[src/sdcc_regs.vh]
// Purpose : offsets, fields, reset values and timing counts of the card command/clock block
// Assumes : 32-bit classic wishbone, word aligned offsets
// Notes   : definitions only
`ifndef SDCC_REGS_VH
`define SDCC_REGS_VH

// ==========================================================
// register offsets (byte addresses)
`define SDCC_A_CTRL      8'h00
`define SDCC_A_CLKDIV    8'h08
`define SDCC_A_CLKSRC    8'h0C
`define SDCC_A_CLKENA    8'h10
`define SDCC_A_CMDARG    8'h28
`define SDCC_A_CMD       8'h2C
`define SDCC_A_RESPONSE_WORD_0     8'h30
`define SDCC_A_RESP1     8'h34
`define SDCC_A_RESP2     8'h38
`define SDCC_A_RESPONSE_WORD_3     8'h3C
`define SDCC_A_RINTSTS   8'h44
`define SDCC_A_STATUS    8'h48

// ==========================================================
// reset-control bits
`define SDCC_CTRL_CTL_RST  0
`define SDCC_CTRL_FIFO_RST 1
`define SDCC_CTRL_DMA_RST  2
// clock enable bits
`define SDCC_ENA_CCLK      0
`define SDCC_ENA_LOWPWR    16
// command_issue fields
`define SDCC_CMD_IDX_HI    5
`define SDCC_CMD_RESP_EXP  6
`define SDCC_CMD_RESP_LONG 7
`define SDCC_CMD_CHK_CRC   8
`define SDCC_CMD_DATA_EXP  9
`define SDCC_CMD_WAIT_PRV  13
`define SDCC_CMD_STOP      14
`define SDCC_CMD_SEND_INIT 15
`define SDCC_CMD_UPD_CLK   21
`define SDCC_CMD_START     31
// raw interrupt status bits (write one to clear)
`define SDCC_RI_FAULT      1
`define SDCC_RI_DONE       2
`define SDCC_RI_RCRC       6
`define SDCC_RI_RTO        8
`define SDCC_RI_HLE        12

// ==========================================================
// reset values and timing counts (in card clock periods)
`define SDCC_RST_CLKDIV    8'h00
`define SDCC_RST_CLKSRC    2'h0
`define SDCC_IDLE_STOP     4'h8
`define SDCC_RTO_CCLK      8'h40
`define SDCC_INIT_CCLK     8'h50
`define SDCC_FRAME_BITS    8'h30
`define SDCC_LONG_BITS     8'h88

`endif
[src/sdcc_cmd_clk.v]
// Purpose : command issue, card clock update and self-clearing resets of a card host
// Assumes : sys_clk 25 MHz, synchronous active-low reset, classic wishbone slave
// Notes   : data path, dma and fifo movement live elsewhere; only their resets leave here
// Contract
// - clock settings applied only on update-clocks command
// - update done clears start and update, silent
// - idle accepts command; busy puts it in buffer
// - third command sets lock error, not loaded
// - wait flag holds command until data idle
// - low power stops card clock after nine idle
// - controller reset bit resets core, self-clears
// - fifo reset bit pulses fifo reset, self-clears
// - dma reset bit pulses dma reset, self-clears
// - command built from command and argument, sent
// - command done on response, on timeout, or after the frame when no response is expected
// - short response word 0, long fills four
// - separate timeout, crc and fault status bits
// - start flag returns 0 once committed
// - command fields, length 1 means 136-bit
// - crc check flag verifies response crc
`timescale 1ns/1ps
`include "sdcc_regs.vh"

module sdcc_cmd_clk (
   input  wire        sys_clk,    // controller clock
   input  wire        rst_n,      // synchronous reset, active low
   input  wire        wb_cyc_i,   // wishbone cycle
   input  wire        wb_stb_i,   // wishbone strobe
   input  wire        wb_we_i,    // wishbone write
   input  wire [7:0]  wb_adr_i,   // byte address
   input  wire [3:0]  wb_sel_i,   // byte lanes
   input  wire [31:0] wb_dat_i,   // write data
   output reg  [31:0] wb_dat_o,   // read data
   output reg         wb_ack_o,   // acknowledge
   input  wire        data_busy,  // data transfer in progress
   input  wire        cmd_in,     // card command line level
   output reg         cmd_out,    // command line drive value
   output reg         cmd_oe_n,   // command line enable, low drives
   output reg         cclk_out,   // card clock
   output reg  [1:0]  clk_src,    // working clock source
   output reg         fifo_rst,   // fifo pointer reset pulse
   output reg         dma_rst     // dma reset pulse
);

   localparam ST_IDLE = 3'h0;
   localparam ST_WAIT = 3'h1;
   localparam ST_TX   = 3'h2;
   localparam ST_RXW  = 3'h3;
   localparam ST_RX   = 3'h4;
   localparam ST_DONE = 3'h5;

   // ==========================================================
   // crc7 over a 40-bit command head
   function [6:0] crc7;
      input [39:0] m;
      integer i;
      reg [6:0] c;
      reg       fb;
      begin
         c = 7'h00;
         for (i = 39; i >= 0; i = i - 1) begin
            fb = c[6] ^ m[i];
            c  = {c[5:0], 1'b0} ^ (fb ? 7'h09 : 7'h00);
         end
         crc7 = c;
      end
   endfunction

   // ==========================================================
   // registers
   reg [2:0]   ctrl_q;
   reg [7:0]   clkdiv_q, div_work_q, div_cnt_q;
   reg [1:0]   clksrc_q;
   reg [31:0]  clkena_q, ena_work_q;
   reg [31:0]  arg_q, cmd_q;
   reg [31:0]  buf_cmd_q, buf_arg_q, ex_cmd_q, ex_arg_q;
   reg         buf_v_q, ex_v_q;
   reg [2:0]   st_q;
   reg [127:0] resp_q;
   reg [31:0]  rint_q;
   reg         ph_q;
   reg [3:0]   idle_q;
   reg [47:0]  tx_q;
   reg [7:0]   cnt_q, init_q;
   reg [135:0] rx_q;
   reg [6:0]   rcrc_q;

   wire req   = wb_cyc_i & wb_stb_i & ~wb_ack_o;
   wire wr    = req & wb_we_i;
   wire [31:0] bmask = {{8{wb_sel_i[3]}}, {8{wb_sel_i[2]}}, {8{wb_sel_i[1]}}, {8{wb_sel_i[0]}}};
   wire [31:0] wdat  = wb_dat_i & bmask;
   wire cmd_wr = wr & (wb_adr_i == `SDCC_A_CMD) & wb_sel_i[3]
                 & wb_dat_i[`SDCC_CMD_START];
   wire core_rst = ~rst_n | ctrl_q[`SDCC_CTRL_CTL_RST];

   // ==========================================================
   // card clock divider and gating
   // low power only gates while nothing is on the command line
   wire cmd_active = (st_q == ST_TX) | (st_q == ST_RXW) | (st_q == ST_RX);
   wire lp_stop    = ena_work_q[`SDCC_ENA_LOWPWR] & ~cmd_active & (idle_q > `SDCC_IDLE_STOP);
   wire clk_run    = ena_work_q[`SDCC_ENA_CCLK] & ~lp_stop;
   wire toggle     = (div_cnt_q == div_work_q);
   wire rise_t     = clk_run & toggle & ~ph_q;
   wire fall_t     = clk_run & toggle & ph_q;

   always @(posedge sys_clk) begin
      if (core_rst) begin
         div_cnt_q <= 8'h00;
         ph_q      <= 1'b0;
         cclk_out  <= 1'b0;
         idle_q    <= 4'h0;
      end else begin
         div_cnt_q <= toggle ? 8'h00 : div_cnt_q + 8'h01;
         if (toggle)
            ph_q <= ~ph_q;
         cclk_out <= clk_run & (toggle ? ~ph_q : ph_q);
         if (cmd_active | ~ena_work_q[`SDCC_ENA_LOWPWR])
            idle_q <= 4'h0;
         else if ((rise_t | lp_stop) && idle_q <= `SDCC_IDLE_STOP)
            idle_q <= idle_q + 4'h1;
      end
   end

   // ==========================================================
   // wishbone slave, one-cycle answer
   always @(posedge sys_clk) begin
      if (~rst_n) begin
         wb_ack_o <= 1'b0;
         wb_dat_o <= 32'h0000_0000;
      end else begin
         wb_ack_o <= req;
         if (req) begin
            case (wb_adr_i)
               `SDCC_A_CTRL:    wb_dat_o <= {29'h0, ctrl_q};
               `SDCC_A_CLKDIV:  wb_dat_o <= {24'h0, clkdiv_q};
               `SDCC_A_CLKSRC:  wb_dat_o <= {30'h0, clksrc_q};
               `SDCC_A_CLKENA:  wb_dat_o <= clkena_q;
               `SDCC_A_CMDARG:  wb_dat_o <= arg_q;
               `SDCC_A_CMD:     wb_dat_o <= cmd_q;
               `SDCC_A_RESPONSE_WORD_0:   wb_dat_o <= resp_q[31:0];
               `SDCC_A_RESP1:   wb_dat_o <= resp_q[63:32];
               `SDCC_A_RESP2:   wb_dat_o <= resp_q[95:64];
               `SDCC_A_RESPONSE_WORD_3:   wb_dat_o <= resp_q[127:96];
               `SDCC_A_RINTSTS: wb_dat_o <= rint_q;
               `SDCC_A_STATUS:  wb_dat_o <= {25'h0, st_q, clk_run, data_busy, buf_v_q, ex_v_q};
               default:         wb_dat_o <= 32'h0000_0000;
            endcase
         end
      end
   end

   // ==========================================================
   // self-clearing resets: held one cycle, then dropped
   always @(posedge sys_clk) begin
      if (~rst_n) begin
         ctrl_q   <= 3'h0;
         fifo_rst <= 1'b0;
         dma_rst  <= 1'b0;
      end else begin
         fifo_rst <= ctrl_q[`SDCC_CTRL_FIFO_RST];
         dma_rst  <= ctrl_q[`SDCC_CTRL_DMA_RST];
         if (wr && wb_adr_i == `SDCC_A_CTRL && wb_sel_i[0])
            ctrl_q <= wb_dat_i[2:0];
         else
            ctrl_q <= 3'h0;
      end
   end

   // ==========================================================
   // software settings registers
   always @(posedge sys_clk) begin
      if (~rst_n) begin
         clkdiv_q <= `SDCC_RST_CLKDIV;
         clksrc_q <= `SDCC_RST_CLKSRC;
         clkena_q <= 32'h0000_0000;
         arg_q    <= 32'h0000_0000;
      end else if (wr) begin
         case (wb_adr_i)
            `SDCC_A_CLKDIV: clkdiv_q <= wb_sel_i[0] ? wb_dat_i[7:0] : clkdiv_q;
            `SDCC_A_CLKSRC: clksrc_q <= wb_sel_i[0] ? wb_dat_i[1:0] : clksrc_q;
            `SDCC_A_CLKENA: clkena_q <= (clkena_q & ~bmask) | wdat;
            `SDCC_A_CMDARG: arg_q    <= (arg_q & ~bmask) | wdat;
            default:        clkena_q <= clkena_q;
         endcase
      end
   end

   // ==========================================================
   // command queue, executor and response capture
   wire        ld_ex   = ~ex_v_q & (buf_v_q | cmd_wr);
   wire [31:0] nxt_cmd = buf_v_q ? buf_cmd_q : wb_dat_i;
   wire [31:0] nxt_arg = buf_v_q ? buf_arg_q : arg_q;
   wire        long_r  = ex_cmd_q[`SDCC_CMD_RESP_LONG];
   wire [7:0]  rx_len  = long_r ? `SDCC_LONG_BITS : `SDCC_FRAME_BITS;
   wire [7:0]  rx_pos  = rx_len - cnt_q;
   wire        crc_in  = long_r ? (rx_pos >= 8'h08 && rx_pos < 8'h87)
                                : (rx_pos < 8'h2F);
   wire        crc_fb  = rcrc_q[6] ^ cmd_in;
   wire [6:0]  crc_nx  = {rcrc_q[5:0], 1'b0} ^ (crc_fb ? 7'h09 : 7'h00);
   wire [5:0]  idx     = ex_cmd_q[`SDCC_CMD_IDX_HI:0];
   reg  [31:0] rint_set;

   always @* begin
      rint_set = 32'h0000_0000;
      if (ex_v_q & ~buf_v_q & cmd_wr & ~ld_ex)
         rint_set[`SDCC_RI_HLE] = 1'b0;
      if (ex_v_q & buf_v_q & cmd_wr)
         rint_set[`SDCC_RI_HLE] = 1'b1;
      if (st_q == ST_RXW && rise_t && cnt_q == 8'h00)
         rint_set[`SDCC_RI_RTO] = 1'b1;
      if (st_q == ST_RX && rise_t && cnt_q == 8'h01) begin
         if (~cmd_in)
            rint_set[`SDCC_RI_FAULT] = 1'b1;
         if (ex_cmd_q[`SDCC_CMD_CHK_CRC] && rcrc_q != 7'h00)
            rint_set[`SDCC_RI_RCRC] = 1'b1;
      end
      if (st_q == ST_DONE && ~ex_cmd_q[`SDCC_CMD_UPD_CLK])
         rint_set[`SDCC_RI_DONE] = 1'b1;
   end

   always @(posedge sys_clk) begin
      if (~rst_n) begin
         rint_q <= 32'h0000_0000;
      end else begin
         // a new event wins over a clear in the same cycle
         if (wr && wb_adr_i == `SDCC_A_RINTSTS)
            rint_q <= (rint_q & ~wdat) | rint_set;
         else
            rint_q <= rint_q | rint_set;
      end
   end

   always @(posedge sys_clk) begin
      if (core_rst) begin
         cmd_q      <= 32'h0000_0000;
         buf_cmd_q  <= 32'h0000_0000;
         buf_arg_q  <= 32'h0000_0000;
         ex_cmd_q   <= 32'h0000_0000;
         ex_arg_q   <= 32'h0000_0000;
         buf_v_q    <= 1'b0;
         ex_v_q     <= 1'b0;
         st_q       <= ST_IDLE;
         resp_q     <= 128'h0;
         tx_q       <= 48'h0;
         cnt_q      <= 8'h00;
         init_q     <= 8'h00;
         rx_q       <= 136'h0;
         rcrc_q     <= 7'h00;
         cmd_out    <= 1'b1;
         cmd_oe_n   <= 1'b1;
         div_work_q <= `SDCC_RST_CLKDIV;
         clk_src    <= `SDCC_RST_CLKSRC;
         ena_work_q <= 32'h0000_0000;
      end else begin
         if (cmd_wr & ~(ex_v_q & buf_v_q))
            cmd_q <= wb_dat_i;
         if (cmd_wr & ex_v_q & ~buf_v_q) begin
            buf_cmd_q <= wb_dat_i;
            buf_arg_q <= arg_q;
            buf_v_q   <= 1'b1;
         end
         if (ld_ex) begin
            ex_cmd_q <= nxt_cmd;
            ex_arg_q <= nxt_arg;
            ex_v_q   <= 1'b1;
            st_q     <= ST_WAIT;
            if (buf_v_q)
               buf_v_q <= cmd_wr;
            if (buf_v_q & cmd_wr) begin
               buf_cmd_q <= wb_dat_i;
               buf_arg_q <= arg_q;
            end
            if (~nxt_cmd[`SDCC_CMD_UPD_CLK])
               cmd_q[`SDCC_CMD_START] <= 1'b0;
         end
         case (st_q)
            ST_IDLE: begin
               cmd_oe_n <= 1'b1;
            end
            ST_WAIT: begin
               if (~(ex_cmd_q[`SDCC_CMD_WAIT_PRV] & data_busy)) begin
                  if (ex_cmd_q[`SDCC_CMD_UPD_CLK]) begin
                     div_work_q <= clkdiv_q;
                     clk_src    <= clksrc_q;
                     ena_work_q <= clkena_q;
                     st_q       <= ST_DONE;
                  end else begin
                     tx_q   <= {2'b01, idx, ex_arg_q, crc7({2'b01, idx, ex_arg_q}), 1'b1};
                     cnt_q  <= `SDCC_FRAME_BITS;
                     init_q <= ex_cmd_q[`SDCC_CMD_SEND_INIT] ? `SDCC_INIT_CCLK : 8'h00;
                     st_q   <= ST_TX;
                  end
               end
            end
            ST_TX: begin
               // change on the falling edge so the card samples a settled level
               if (fall_t) begin
                  cmd_oe_n <= 1'b0;
                  if (init_q != 8'h00) begin
                     init_q  <= init_q - 8'h01;
                     cmd_out <= 1'b1;
                  end else if (cnt_q != 8'h00) begin
                     cmd_out <= tx_q[47];
                     tx_q    <= {tx_q[46:0], 1'b1};
                     cnt_q   <= cnt_q - 8'h01;
                  end else begin
                     cmd_oe_n <= 1'b1;
                     cmd_out  <= 1'b1;
                     cnt_q    <= `SDCC_RTO_CCLK;
                     st_q     <= ex_cmd_q[`SDCC_CMD_RESP_EXP] ? ST_RXW : ST_DONE;
                  end
               end
            end
            ST_RXW: begin
               if (rise_t) begin
                  if (~cmd_in) begin
                     rx_q   <= 136'h0;
                     rcrc_q <= 7'h00;                 // a zero start bit keeps a cleared crc at zero
                     cnt_q  <= rx_len - 8'h01;
                     st_q   <= ST_RX;
                  end else if (cnt_q == 8'h00) begin
                     st_q <= ST_DONE;
                  end else begin
                     cnt_q <= cnt_q - 8'h01;
                  end
               end
            end
            ST_RX: begin
               if (rise_t) begin
                  rx_q  <= {rx_q[134:0], cmd_in};
                  cnt_q <= cnt_q - 8'h01;
                  if (crc_in)
                     rcrc_q <= crc_nx;
                  if (cnt_q == 8'h01) begin
                     if (long_r)
                        resp_q <= {rx_q[126:0], cmd_in};
                     else
                        resp_q <= {96'h0, rx_q[38:7]};
                     st_q <= ST_DONE;
                  end
               end
            end
            ST_DONE: begin
               ex_v_q <= 1'b0;
               st_q   <= ST_IDLE;
               if (ex_cmd_q[`SDCC_CMD_UPD_CLK] && ~buf_v_q) begin
                  cmd_q[`SDCC_CMD_START]   <= 1'b0;
                  cmd_q[`SDCC_CMD_UPD_CLK] <= 1'b0;
               end
            end
            default: st_q <= ST_IDLE;
         endcase
      end
   end

endmodule

[config.mk]
export PLATFORM = sky130hd
export DESIGN_NAME = sdcc_cmd_clk
export DESIGN_NICKNAME = d
export VERILOG_FILES = /design/src/sdcc_cmd_clk.v
export VERILOG_INCLUDE_DIRS = /design/src
export SDC_FILE = /design/constraint.sdc
export NUM_CORES = 1
export LEC_CHECK = 0
export BUFFER_PORTS_ARGS = -buffer_cell sky130_fd_sc_hd__buf_2
export CELL_PAD_IN_SITES_DETAIL_PLACEMENT = 0
export CELL_PAD_IN_SITES_GLOBAL_PLACEMENT = 1
export CORE_MARGIN = 3
export CORE_UTILIZATION = 35
export DETAILED_ROUTE_END_ITERATION = 8
export HOLD_SLACK_MARGIN = 0.05
export PLACE_DENSITY_LB_ADDON = 0.1
export SLEW_MARGIN = 10
export SYNTH_ARGS = -nofsm -noshare
export SYNTH_HDL_FRONTEND = slang
export SYNTH_SLANG_ARGS = --single-unit
[constraint.sdc]
create_clock -name sys_clk -period 3.74 [get_ports sys_clk]
set_input_delay 1.122 -clock sys_clk [delete_from_list [all_inputs] [get_ports sys_clk]]
set_output_delay 1.122 -clock sys_clk [all_outputs]
set_load 0.005 [all_outputs]
== Yosys cells after proc, flatten, opt, wreduce, memory -nomap -nowiden ==
Index checks and enable logic that the tools add are counted.
Storage, ports and cells
  register bits after elaboration: 668
  output and inout bits: 40
  logic and storage cells: 358
Operators by class
  add/subtract/negate cells: 6
  $lt $le $gt $ge: 5
  eq/ne operators: 29
  muxes and demuxes: 120
  bitwise gates (word level): 125
  reductions and logical operators: 39
Operators with widths (number)
  $pmux W32 S12: 1
  $mux W127: 3
  $mux W32: 9
  $xor A7 B4 Y7: 37
  $pmux W127 S2: 1
  $mux W48: 5
  $mux W4: 39
  $and A32 B32 Y32: 4
  $mux W128: 1
  $mux W8: 14
  $pmux W48 S2: 1
  $not A32 Y32: 2
  $or A32 B13 Y32: 2
  $or A32 B32 Y32: 2
  $eq A8 B6 Y1 const B: 6
  $mux W3: 12
  $xor A1 B1 Y1: 36
  $mux W7: 5
  $pmux W8 S4: 1
  $sub A8 B1 Y8 const B: 3
  $mux W1: 23
  $mux W22: 1
  $and A1 B1 Y1: 21
  $eq A8 B4 Y1 const B: 2
  other kinds (41): 93

== Longest topological paths before layout ==
Gate-level depths: netlist (run 1).
  depth in word-level cells: 112
  gate-level depth with buffers: 13
  mapped depth without buffers: 11

== Worst setup path before layout (run 1) ==
No wires, ideal clock.
  path type: in2reg
  start: in wb_adr_i[7]
  end: reg ex_cmd_q[7]
  setup time: 86 ps
  arrival: 2927 ps
  data required time: 3654 ps
  slack: 728 ps
  stages: 10
  path buffers: 2
  cell sequence: nor2_1 nand3b_1 nor2_1 and3_1 clkbuf_1 nor2_1 nor2_1 buf_2 nor2_1 a211oi_1
On the way
  cells in the longest elaborated chain, start to end: 6
RTL lines
  start, declared: line sdcc_cmd_clk.v:30  | input wire [7:0] wb_adr_i,
  $eq A8 B6 Y1
  $and A1 B1 Y1 (3 in series): line sdcc_cmd_clk.v:92  | wire cmd_wr = wr & (wb_adr_i == `SDCC_A_CMD) & wb_sel_i[3]
  $or A1 B1 Y1: line sdcc_cmd_clk.v:190  | wire ld_ex = ~ex_v_q & (buf_v_q | cmd_wr);
  $and A1 B1 Y1: line sdcc_cmd_clk.v:190
  end signal, assigned: line sdcc_cmd_clk.v:263  | ex_cmd_q <= nxt_cmd;
  end, declared: line sdcc_cmd_clk.v:76  | reg [31:0] buf_cmd_q, buf_arg_q, ex_cmd_q, ex_arg_q;
Every way passes these cells.
A chain may end at the register's enable or synchronous reset.

== Worst setup path in the final report (run 1) ==
  start: reg st_q[1]
  end: reg rx_q[84]
On the way
  cells in the longest elaborated chain, start to end: 12
  elaborated cells on any way between the ends: 18
RTL lines
  start, declared: line sdcc_cmd_clk.v:78  | reg [2:0] st_q;
  start signal, assigned: line sdcc_cmd_clk.v:310  | st_q <= ex_cmd_q[`SDCC_CMD_RESP_EXP] ? ST_RXW : ST_DONE;
  $eq A3 B2 Y1 (on tied branches): line sdcc_cmd_clk.v:99, sdcc_cmd_clk.v:276
  $or A1 B1 Y1 (2 in series): line sdcc_cmd_clk.v:99  | wire cmd_active = (st_q == ST_TX) | (st_q == ST_RXW) | (st_q == ST_RX);
  $not A1 Y1: line sdcc_cmd_clk.v:100  | wire lp_stop = ena_work_q[`SDCC_ENA_LOWPWR] & ~cmd_active & (idle_q > `SDCC_IDLE_STOP);
  $and A1 B1 Y1 (2 in series): line sdcc_cmd_clk.v:100
  $not A1 Y1: line sdcc_cmd_clk.v:101  | wire clk_run = ena_work_q[`SDCC_ENA_CCLK] & ~lp_stop;
  $and A1 B1 Y1: line sdcc_cmd_clk.v:101
  $and A1 B1 Y1 (2 in series): line sdcc_cmd_clk.v:103  | wire rise_t = clk_run & toggle & ~ph_q;
  $ne A2 B2 Y1 (no line)
  $reduce_and A4 Y1 (no line)
  end signal, assigned: line sdcc_cmd_clk.v:330  | rx_q <= {rx_q[134:0], cmd_in};
  end, declared: line sdcc_cmd_clk.v:85  | reg [135:0] rx_q;
Several ways; a longest one is shown, not always the timed one.

==> flow_metrics.env, run 1 <==
export IMPL_timing_fmax_mhz=319.6
export IMPL_die_h_um=278.3
export IMPL_avgSynthCellArea_um2=8.655
export IMPL_antenna_found_initial=4
export IMPL_synthFlopType="dfxtp_1"
export IMPL_synth_cells=2999
export IMPL_core_area_mm2=0.07321
export IMPL_stdcell_count=4013
export IMPL_placed_cell_area_mm2=0.02756
export IMPL_post_drt_wl_per_cell_um=21.35
export IMPL_p_seq_frac=0.463
export IMPL_syn_nets=3060
export IMPL_critPathLaunchType="register"
export IMPL_rr_worst_depth=8
export IMPL_finalHoldViolations=0
export IMPL_drt_iter0_markers=1960
export IMPL_slowest_delay_ns=0.63
export IMPL_seq_area_mm2=0.01248
export IMPL_grt_pass1_wl_um=130800
export IMPL_io_buffers=90
export IMPL_ys_warn_count=0
export IMPL_status="completed"
export IMPL_area_growth_pct=15.72
export IMPL_endpoint_kind="register"
export IMPL_cts_resized=0
export IMPL_hold_end="rint_q[18]$_SDFFE_PN0P_"
export IMPL_path_cells="nand2b_1, nand3_1, o21a_2, nand3b_1, nor2_4, buf_12, a22oi_1, nor2_1"
export IMPL_r2r_start="st_q[1]$_SDFF_PP0_"
export IMPL_arrival_ns=3.67
export IMPL_ant_nets=0
export IMPL_placedCellCount=3882
export IMPL_worstPathRequired_ns=4.28
export IMPL_p_int_mw=11.21
export IMPL_cpMaxStageDelayCell="dfxtp_1"
export IMPL_drv_cap=0
export IMPL_nNetsFinal=3059
export IMPL_skew_ns=0.02487
export IMPL_setup_tns_ns=0
export IMPL_insertion_delay_ns=0.61
export IMPL_fin_crit_ns=3.129
export IMPL_slew_violations=0
export IMPL_drive_gt1_frac=0.1042
export IMPL_grt_max_degree=143
export IMPL_cts_root_buf="clkbuf_16"
export IMPL_dpl_hpwl_um=55850
export IMPL_drt_pass1_iter_count=8
export IMPL_ys_seq_elements=623
export IMPL_globalplace_congestion=0.8121
export IMPL_holdPathStages=2
export IMPL_cp_max_fo=127
export IMPL_crit_type="register to register"
export IMPL_grt_pass1_vias=20750
export IMPL_clock_power_share=0.512
export IMPL_multi_input_area_mm2=0.01253
export IMPL_remaining_drc_errors=0
export IMPL_power_density_mw_per_mm2=479.9
export IMPL_rsz0062_at_grt="no"
export IMPL_synth_cell_types=68
export IMPL_fp_row_count=99
export IMPL_via_per_inst=5.456
export IMPL_final_util=0.4103
export IMPL_fin_crit_sh=0.8366
export IMPL_cts_tree="yes"
export IMPL_via_count=21900
export IMPL_setup_viol=0
export IMPL_ctsHoldBuffers=0
export IMPL_irDropWorstVdd_mv=0.2893
export IMPL_reg2reg_slack_ns=0.61
export IMPL_synth_area_mm2=0.02595
export IMPL_path_clk_slew_ns=0.06
export IMPL_die_area_mm2=0.07746
export IMPL_die_w_um=278.3
export IMPL_cts_setup_buffers=0
export IMPL_ctsHtreeMaxLevel=3
export IMPL_power_total_mw=14.41
export IMPL_switching_power_mw=3.208
export IMPL_synthArstFlopShare=0
export IMPL_cts_sinks=623
export IMPL_wl_um=85680
export IMPL_ys_seq_area_frac=0.4805
export IMPL_synth_edff_count=0
export IMPL_stdcell_area_mm2=0.03003
export IMPL_slew_headroom=0.2868
export IMPL_r2r_end="rx_q[84]$_SDFFE_PP0P_"
export IMPL_hold_path_class="register to register"
export IMPL_cts_made_buffers=73
export IMPL_p_leak_nw=9.861
export IMPL_io_pins=91
export IMPL_min_from="rint_q[18]$_SDFFE_PN0P_"
export IMPL_worst_slew_pin_slew_ns=1.070
export IMPL_p_sw_frac=0.2225
export IMPL_cts_buffer_depth=3
export IMPL_pwr_share_comb=0.025
export IMPL_fillCellCount=7300
export IMPL_initial_core_util=0.3545
export IMPL_track_usage=0.2158
export IMPL_grt_ovfl_total=0
## worst max-delay path by stage
| stage | from | end | slack [ns] | cells past startpoint |
|---|---|---|---|---|
| finish | st_q[1]$_SDFF_PP0_ | rx_q[84]$_SDFFE_PP0P_ | 0.61 | 8 |
| global route | st_q[1]$_SDFF_PP0_ | resp_q[77]$_SDFFE_PP0P_ | 0.32 | 9 |
| CTS | st_q[1]$_SDFF_PP0_ | resp_q[101]$_SDFFE_PP0P_ | 0.60 | 9 |
| detailed placement | wb_adr_i[7] | ex_arg_q[29]$_SDFFE_PP0N_ | 0.33 | 10 |
| global placement | wb_adr_i[2] | wb_dat_o[7]$_SDFFE_PN0N_ | 0.35 | 8 |
| floorplan | wb_adr_i[7] | ex_cmd_q[7]$_SDFFE_PP0N_ | 0.73 | 10 |
## metrics by stage
| stage | hold WS [ns] | setup WS, ns |
|---|---|---|
| global route | 0.4492 | 0.3222 |
| CTS | 0.4331 | 0.5956 |
| global placement | 0.4177 | 0.3476 |
| finish | 0.4335 | 0.6112 |
| detailed placement | 0.4245 | 0.3330 |
| floorplan | 0.4114 | 0.7276 |
## cells in the mapped netlist, types with 6 or more instances
cell / count / area, um^2
clkbuf_1: 189 / 709.4
buf_4: 8 / 60.06
mux2i_1: 172 / 1722
ha_1: 10 / 125.1
nand2b_1: 11 / 68.82
a22oi_1: 140 / 1051
a21boi_0: 27 / 202.7
a222oi_1: 27 / 270.3
a31oi_1: 36 / 225.2
dfxtp_1: 623 / 12470
buf_2: 40 / 200.2
and2_1: 12 / 75.07
and3_1: 9 / 56.30
nor2b_1: 58 / 362.9
a21oi_1: 239 / 1196
buf_1: 6 / 22.52
xnor2_1: 58 / 508.0
a221oi_1: 32 / 280.3
o21ai_0: 83 / 415.4
xnor3_1: 7 / 157.7
a211oi_1: 78 / 585.6
xor2_1: 24 / 210.2
inv_1: 15 / 56.30
nand2_1: 474 / 1779
nor2_1: 339 / 1272
a311oi_1: 39 / 341.6
nand3_1: 137 / 685.7
nor3_1: 16 / 80.08
## worst max-delay path: cells and delay by family (launching register included)
family | cells | cell delay (ns)
simple gates | 5 | 1.35
compound gates | 2 | 0.40
buf+inv | 1 | 0.45
flops | 1 | 0.63
## area by class of cell
cell class                      count  area share
Sequential cell                   623      0.4155
Clock buffer                      101     0.06903
Tap cell                          959     0.03995
Timing Repair Buffer              168     0.04291
Antenna cell                        1  0.00008332
Multi-Input combinational cell   2117      0.4173
Inverter                           15    0.001875
Clock inverter                     29     0.01333
## cells in the final DEF (no fill, tap or decap), types with 20 or more instances in the layout
| cell type | instances |
|---|---|
| a211oi_1 | 78 |
| a21boi_0 | 27 |
| a21oi_1 | 238 |
| a221oi_1 | 32 |
| a222oi_1 | 27 |
| a22oi_1 | 140 |
| a311oi_1 | 39 |
| a31oi_1 | 36 |
| buf_12 | 20 |
| buf_2 | 89 |
| buf_4 | 59 |
| clkbuf_16 | 74 |
| dfxtp_1 | 621 |
| mux2i_1 | 172 |
| nand2_1 | 472 |
| nand3_1 | 137 |
| nor2_1 | 330 |
| nor2b_1 | 58 |
| o21ai_0 | 83 |
| xnor2_1 | 58 |
| xor2_1 | 24 |
## power by group through the flow
stage / Sequential, mW / Combinational (mW) / Clock [mW]
floorplan: 6.82 / 0.166 / 0
global placement: 6.82 / 0.355 / 0
detailed placement: 6.82 / 0.356 / 0
CTS: 6.67 / 0.356 / 7.58
global route: 6.67 / 0.377 / 7.86
finish: 6.67 / 0.354 / 7.39
## kinds of logic (layout without fill, tap and decap cells)
group                      Yosys count  in the layout  share of synthesized area
xor gates and xnor gates            93             93                    0.03697
muxes                              172            172                    0.06633
and+or+nand+nor                   1102           1102                     0.1823
DFF                                623            623                     0.4805
other                                0              1                          0
AOI/OAI and AO/OA                  740            740                     0.1882
adders and majority gates           10             10                   0.004821
buffers and inverters              259            313                    0.04083
## metal layers
layer  GRT usage  share of wire  wire length [um]  up-vias
li1            -              -                 -    10580
met1      0.3046           0.47             40510    10650
met3     0.04102          0.058              4950      110
met5           0        0.00047                40        -
met2      0.3392           0.45             38510      551
met4     0.05632          0.019              1667        6
Note: power is estimated with default switching activity, not from simulation.
==> run 2, diff against run 1 <==
- clock period: 3.74 -> 3.1 ns (I/O delays scaled with it)
==> run 2 against run 1 <==
Final cell count increased by 0.30%. Register-to-register slack lost 0.36 ns. Largest power group unchanged. Combinational power grew 23%. Clock power grew 22%.
==> flow_metrics.env, run 2 (same netlist as run 1, synthesis figures left out) <==
export IMPL_area_growth_pct=16.54
export IMPL_drv_cap=0
export IMPL_slew_violations=0
export IMPL_crit_buf_inv=1
export IMPL_path_clk_slew_ns=0.06
export IMPL_skew_ns=0.02724
export IMPL_cts_root_buf="clkbuf_16"
export IMPL_cts_sinks=623
export IMPL_cts_resized=0
export IMPL_grt_pass1_vias=21080
export IMPL_post_drt_wl_per_cell_um=21.28
export IMPL_ant_nets=0
export IMPL_die_w_um=278.3
export IMPL_antenna_found_initial=3
export IMPL_worstPathRequired_ns=3.62
export IMPL_dpl_hpwl_um=56230
export IMPL_grt_pass1_wl_um=130900
export IMPL_drive_gt1_frac=0.1080
export IMPL_insertion_delay_ns=0.61
export IMPL_hold_path_class="register to register"
export IMPL_cpMaxStageDelayCell="dfxtp_1"
export IMPL_via_count=22010
export IMPL_track_usage=0.2155
export IMPL_seq_area_mm2=0.01248
export IMPL_core_area_mm2=0.07321
export IMPL_fp_row_count=99
export IMPL_power_density_mw_per_mm2=578.2
export IMPL_critPathLaunchType="register"
export IMPL_wl_met3_um=4649
export IMPL_layout_commonest_cell="dfxtp_1"
export IMPL_status="completed"
export IMPL_routed_top_layer="met5"
export IMPL_nNetsFinal=3068
export IMPL_finalHoldViolations=0
export IMPL_holdWs_ns=0.4327
export IMPL_cts_made_buffers=73
export IMPL_drt_iter0_markers=1841
export IMPL_final_util=0.4132
export IMPL_p_leak_nw=9.971
export IMPL_slowest_delay_ns=0.41
export IMPL_remaining_drc_errors=0
export IMPL_die_h_um=278.3
export IMPL_ctsHtreeMaxLevel=3
export IMPL_slew_headroom=0.4341
export IMPL_layout_common_cells="dfxtp_1, nand2_1, nor2_1"
export IMPL_timing_fmax_mhz=351.2
export IMPL_ctsHoldBuffers=0
export IMPL_fin_crit_ns=2.847
export IMPL_cts_tree="yes"
export IMPL_initial_core_util=0.3545
export IMPL_grt_ovfl_total=0
export IMPL_die_area_mm2=0.07746
export IMPL_wl_um=85640
export IMPL_grt_max_degree=135
export IMPL_cp_max_fo=14
export IMPL_met2WireLength_um=38820
export IMPL_arrival_ns=3.37
export IMPL_cp_top_family="simple AND/OR/NAND/NOR gates"
export IMPL_io_buffers=90
export IMPL_fin_crit_sh=0.9184
export IMPL_setup_viol=0
export IMPL_io_pins=91
export IMPL_rsz0062_at_grt="no"
export IMPL_endpoint_kind="register"
export IMPL_via_per_inst=5.469
export IMPL_path_cells="inv_1, ha_2, and3b_1, o21a_1, o21a_1, nor3_2, nor4b_4, or3_1, a31o_2, or3_1, a21oi_1"
export IMPL_drt_pass1_iter_count=7
export IMPL_multi_input_area_mm2=0.01256
export IMPL_cts_buffer_depth=3
export IMPL_globalplace_congestion=0.8159
export IMPL_m1WireLength_um=40290
export IMPL_crit_type="register to register"
export IMPL_fillCellCount=7242
export IMPL_reg2reg_slack_ns=0.25
export IMPL_worst_slew_pin_slew_ns=0.8488
export IMPL_cts_setup_buffers=0
export IMPL_irDropWorstVdd_mv=0.4137
==> run 2: cell types whose count changed in the layout (fill, tap and decap cells not counted), moves of 3 or more <==
cell	change
clkbuf_8	+5
clkinvlp_4	-3
inv_6	-4
buf_4	+4
buf_12	+5
clkbuf_16	+3
==> run 2: per-layer routing <==
metal	vias up	GRT usage
li1	10600	-
met1	10700	0.3061
met2	578	0.3426
met3	128	0.03372
met4	2	0.05442
met5	-	0
==> run 2: stage by stage <==
step | worst slack, ns | TNS, ns | std cells | area, um^2 | power (mW)
floorplan | 0.2796 | 0 | 2999 | 25950 | 8.424
global route | 0.03610 | 0 | 4023 | 30240 | 18.04
CTS | 0.1028 | 0 | 4023 | 30220 | 17.71
finish | 0.2529 | 0 | 4025 | 30250 | 17.49
detailed placement | -0.004438 | -0.004438 | 3891 | 27690 | 8.664
global placement | -0.008739 | -0.008739 | 3891 | 27690 | 8.664
==> run 2: worst paths after layout <==
check                          start                       to  cells past startpoint
min reg2reg  rint_q[17]$_SDFFE_PN0P_  rint_q[17]$_SDFFE_PN0P_                      2
max reg2reg    cnt_q[0]$_SDFFE_PP0P_   rcrc_q[3]$_SDFFE_PP0P_                     11
max            cnt_q[0]$_SDFFE_PP0P_   rcrc_q[3]$_SDFFE_PP0P_                     11
min          rint_q[17]$_SDFFE_PN0P_  rint_q[17]$_SDFFE_PN0P_                      2
==> run 2: worst register-to-register path, stage by stage, from the launching register on <==
cell and delay [ns]:
dfxtp_1 0.41, inv_1 0.11, ha_2 0.25, and3b_1 0.21, o21a_1 0.18, o21a_1 0.20
nor3_2 0.18, nor4b_4 0.08, or3_1 0.31, a31o_2 0.33, or3_1 0.36, a21oi_1 0.14
==> run 2: final cells by class <==
cell class	count	area share
Multi-Input combinational cell	2117	0.4153
Sequential cell	623	0.4126
Clock buffer	111	0.07354
Timing Repair Buffer	177	0.04691
Tap cell	959	0.03967
Clock inverter	21	0.01001
Inverter	15	0.001861
Antenna cell	2	0.0001655
==> run 2: power breakdown <==
part	switching (mW)	total (mW)	leakage (nW)	internal, mW
logic	0.311	0.435	3.70	0.124
clock network	3.53	9.00	1.25	5.48
registers	0.0208	8.05	5.02	8.03
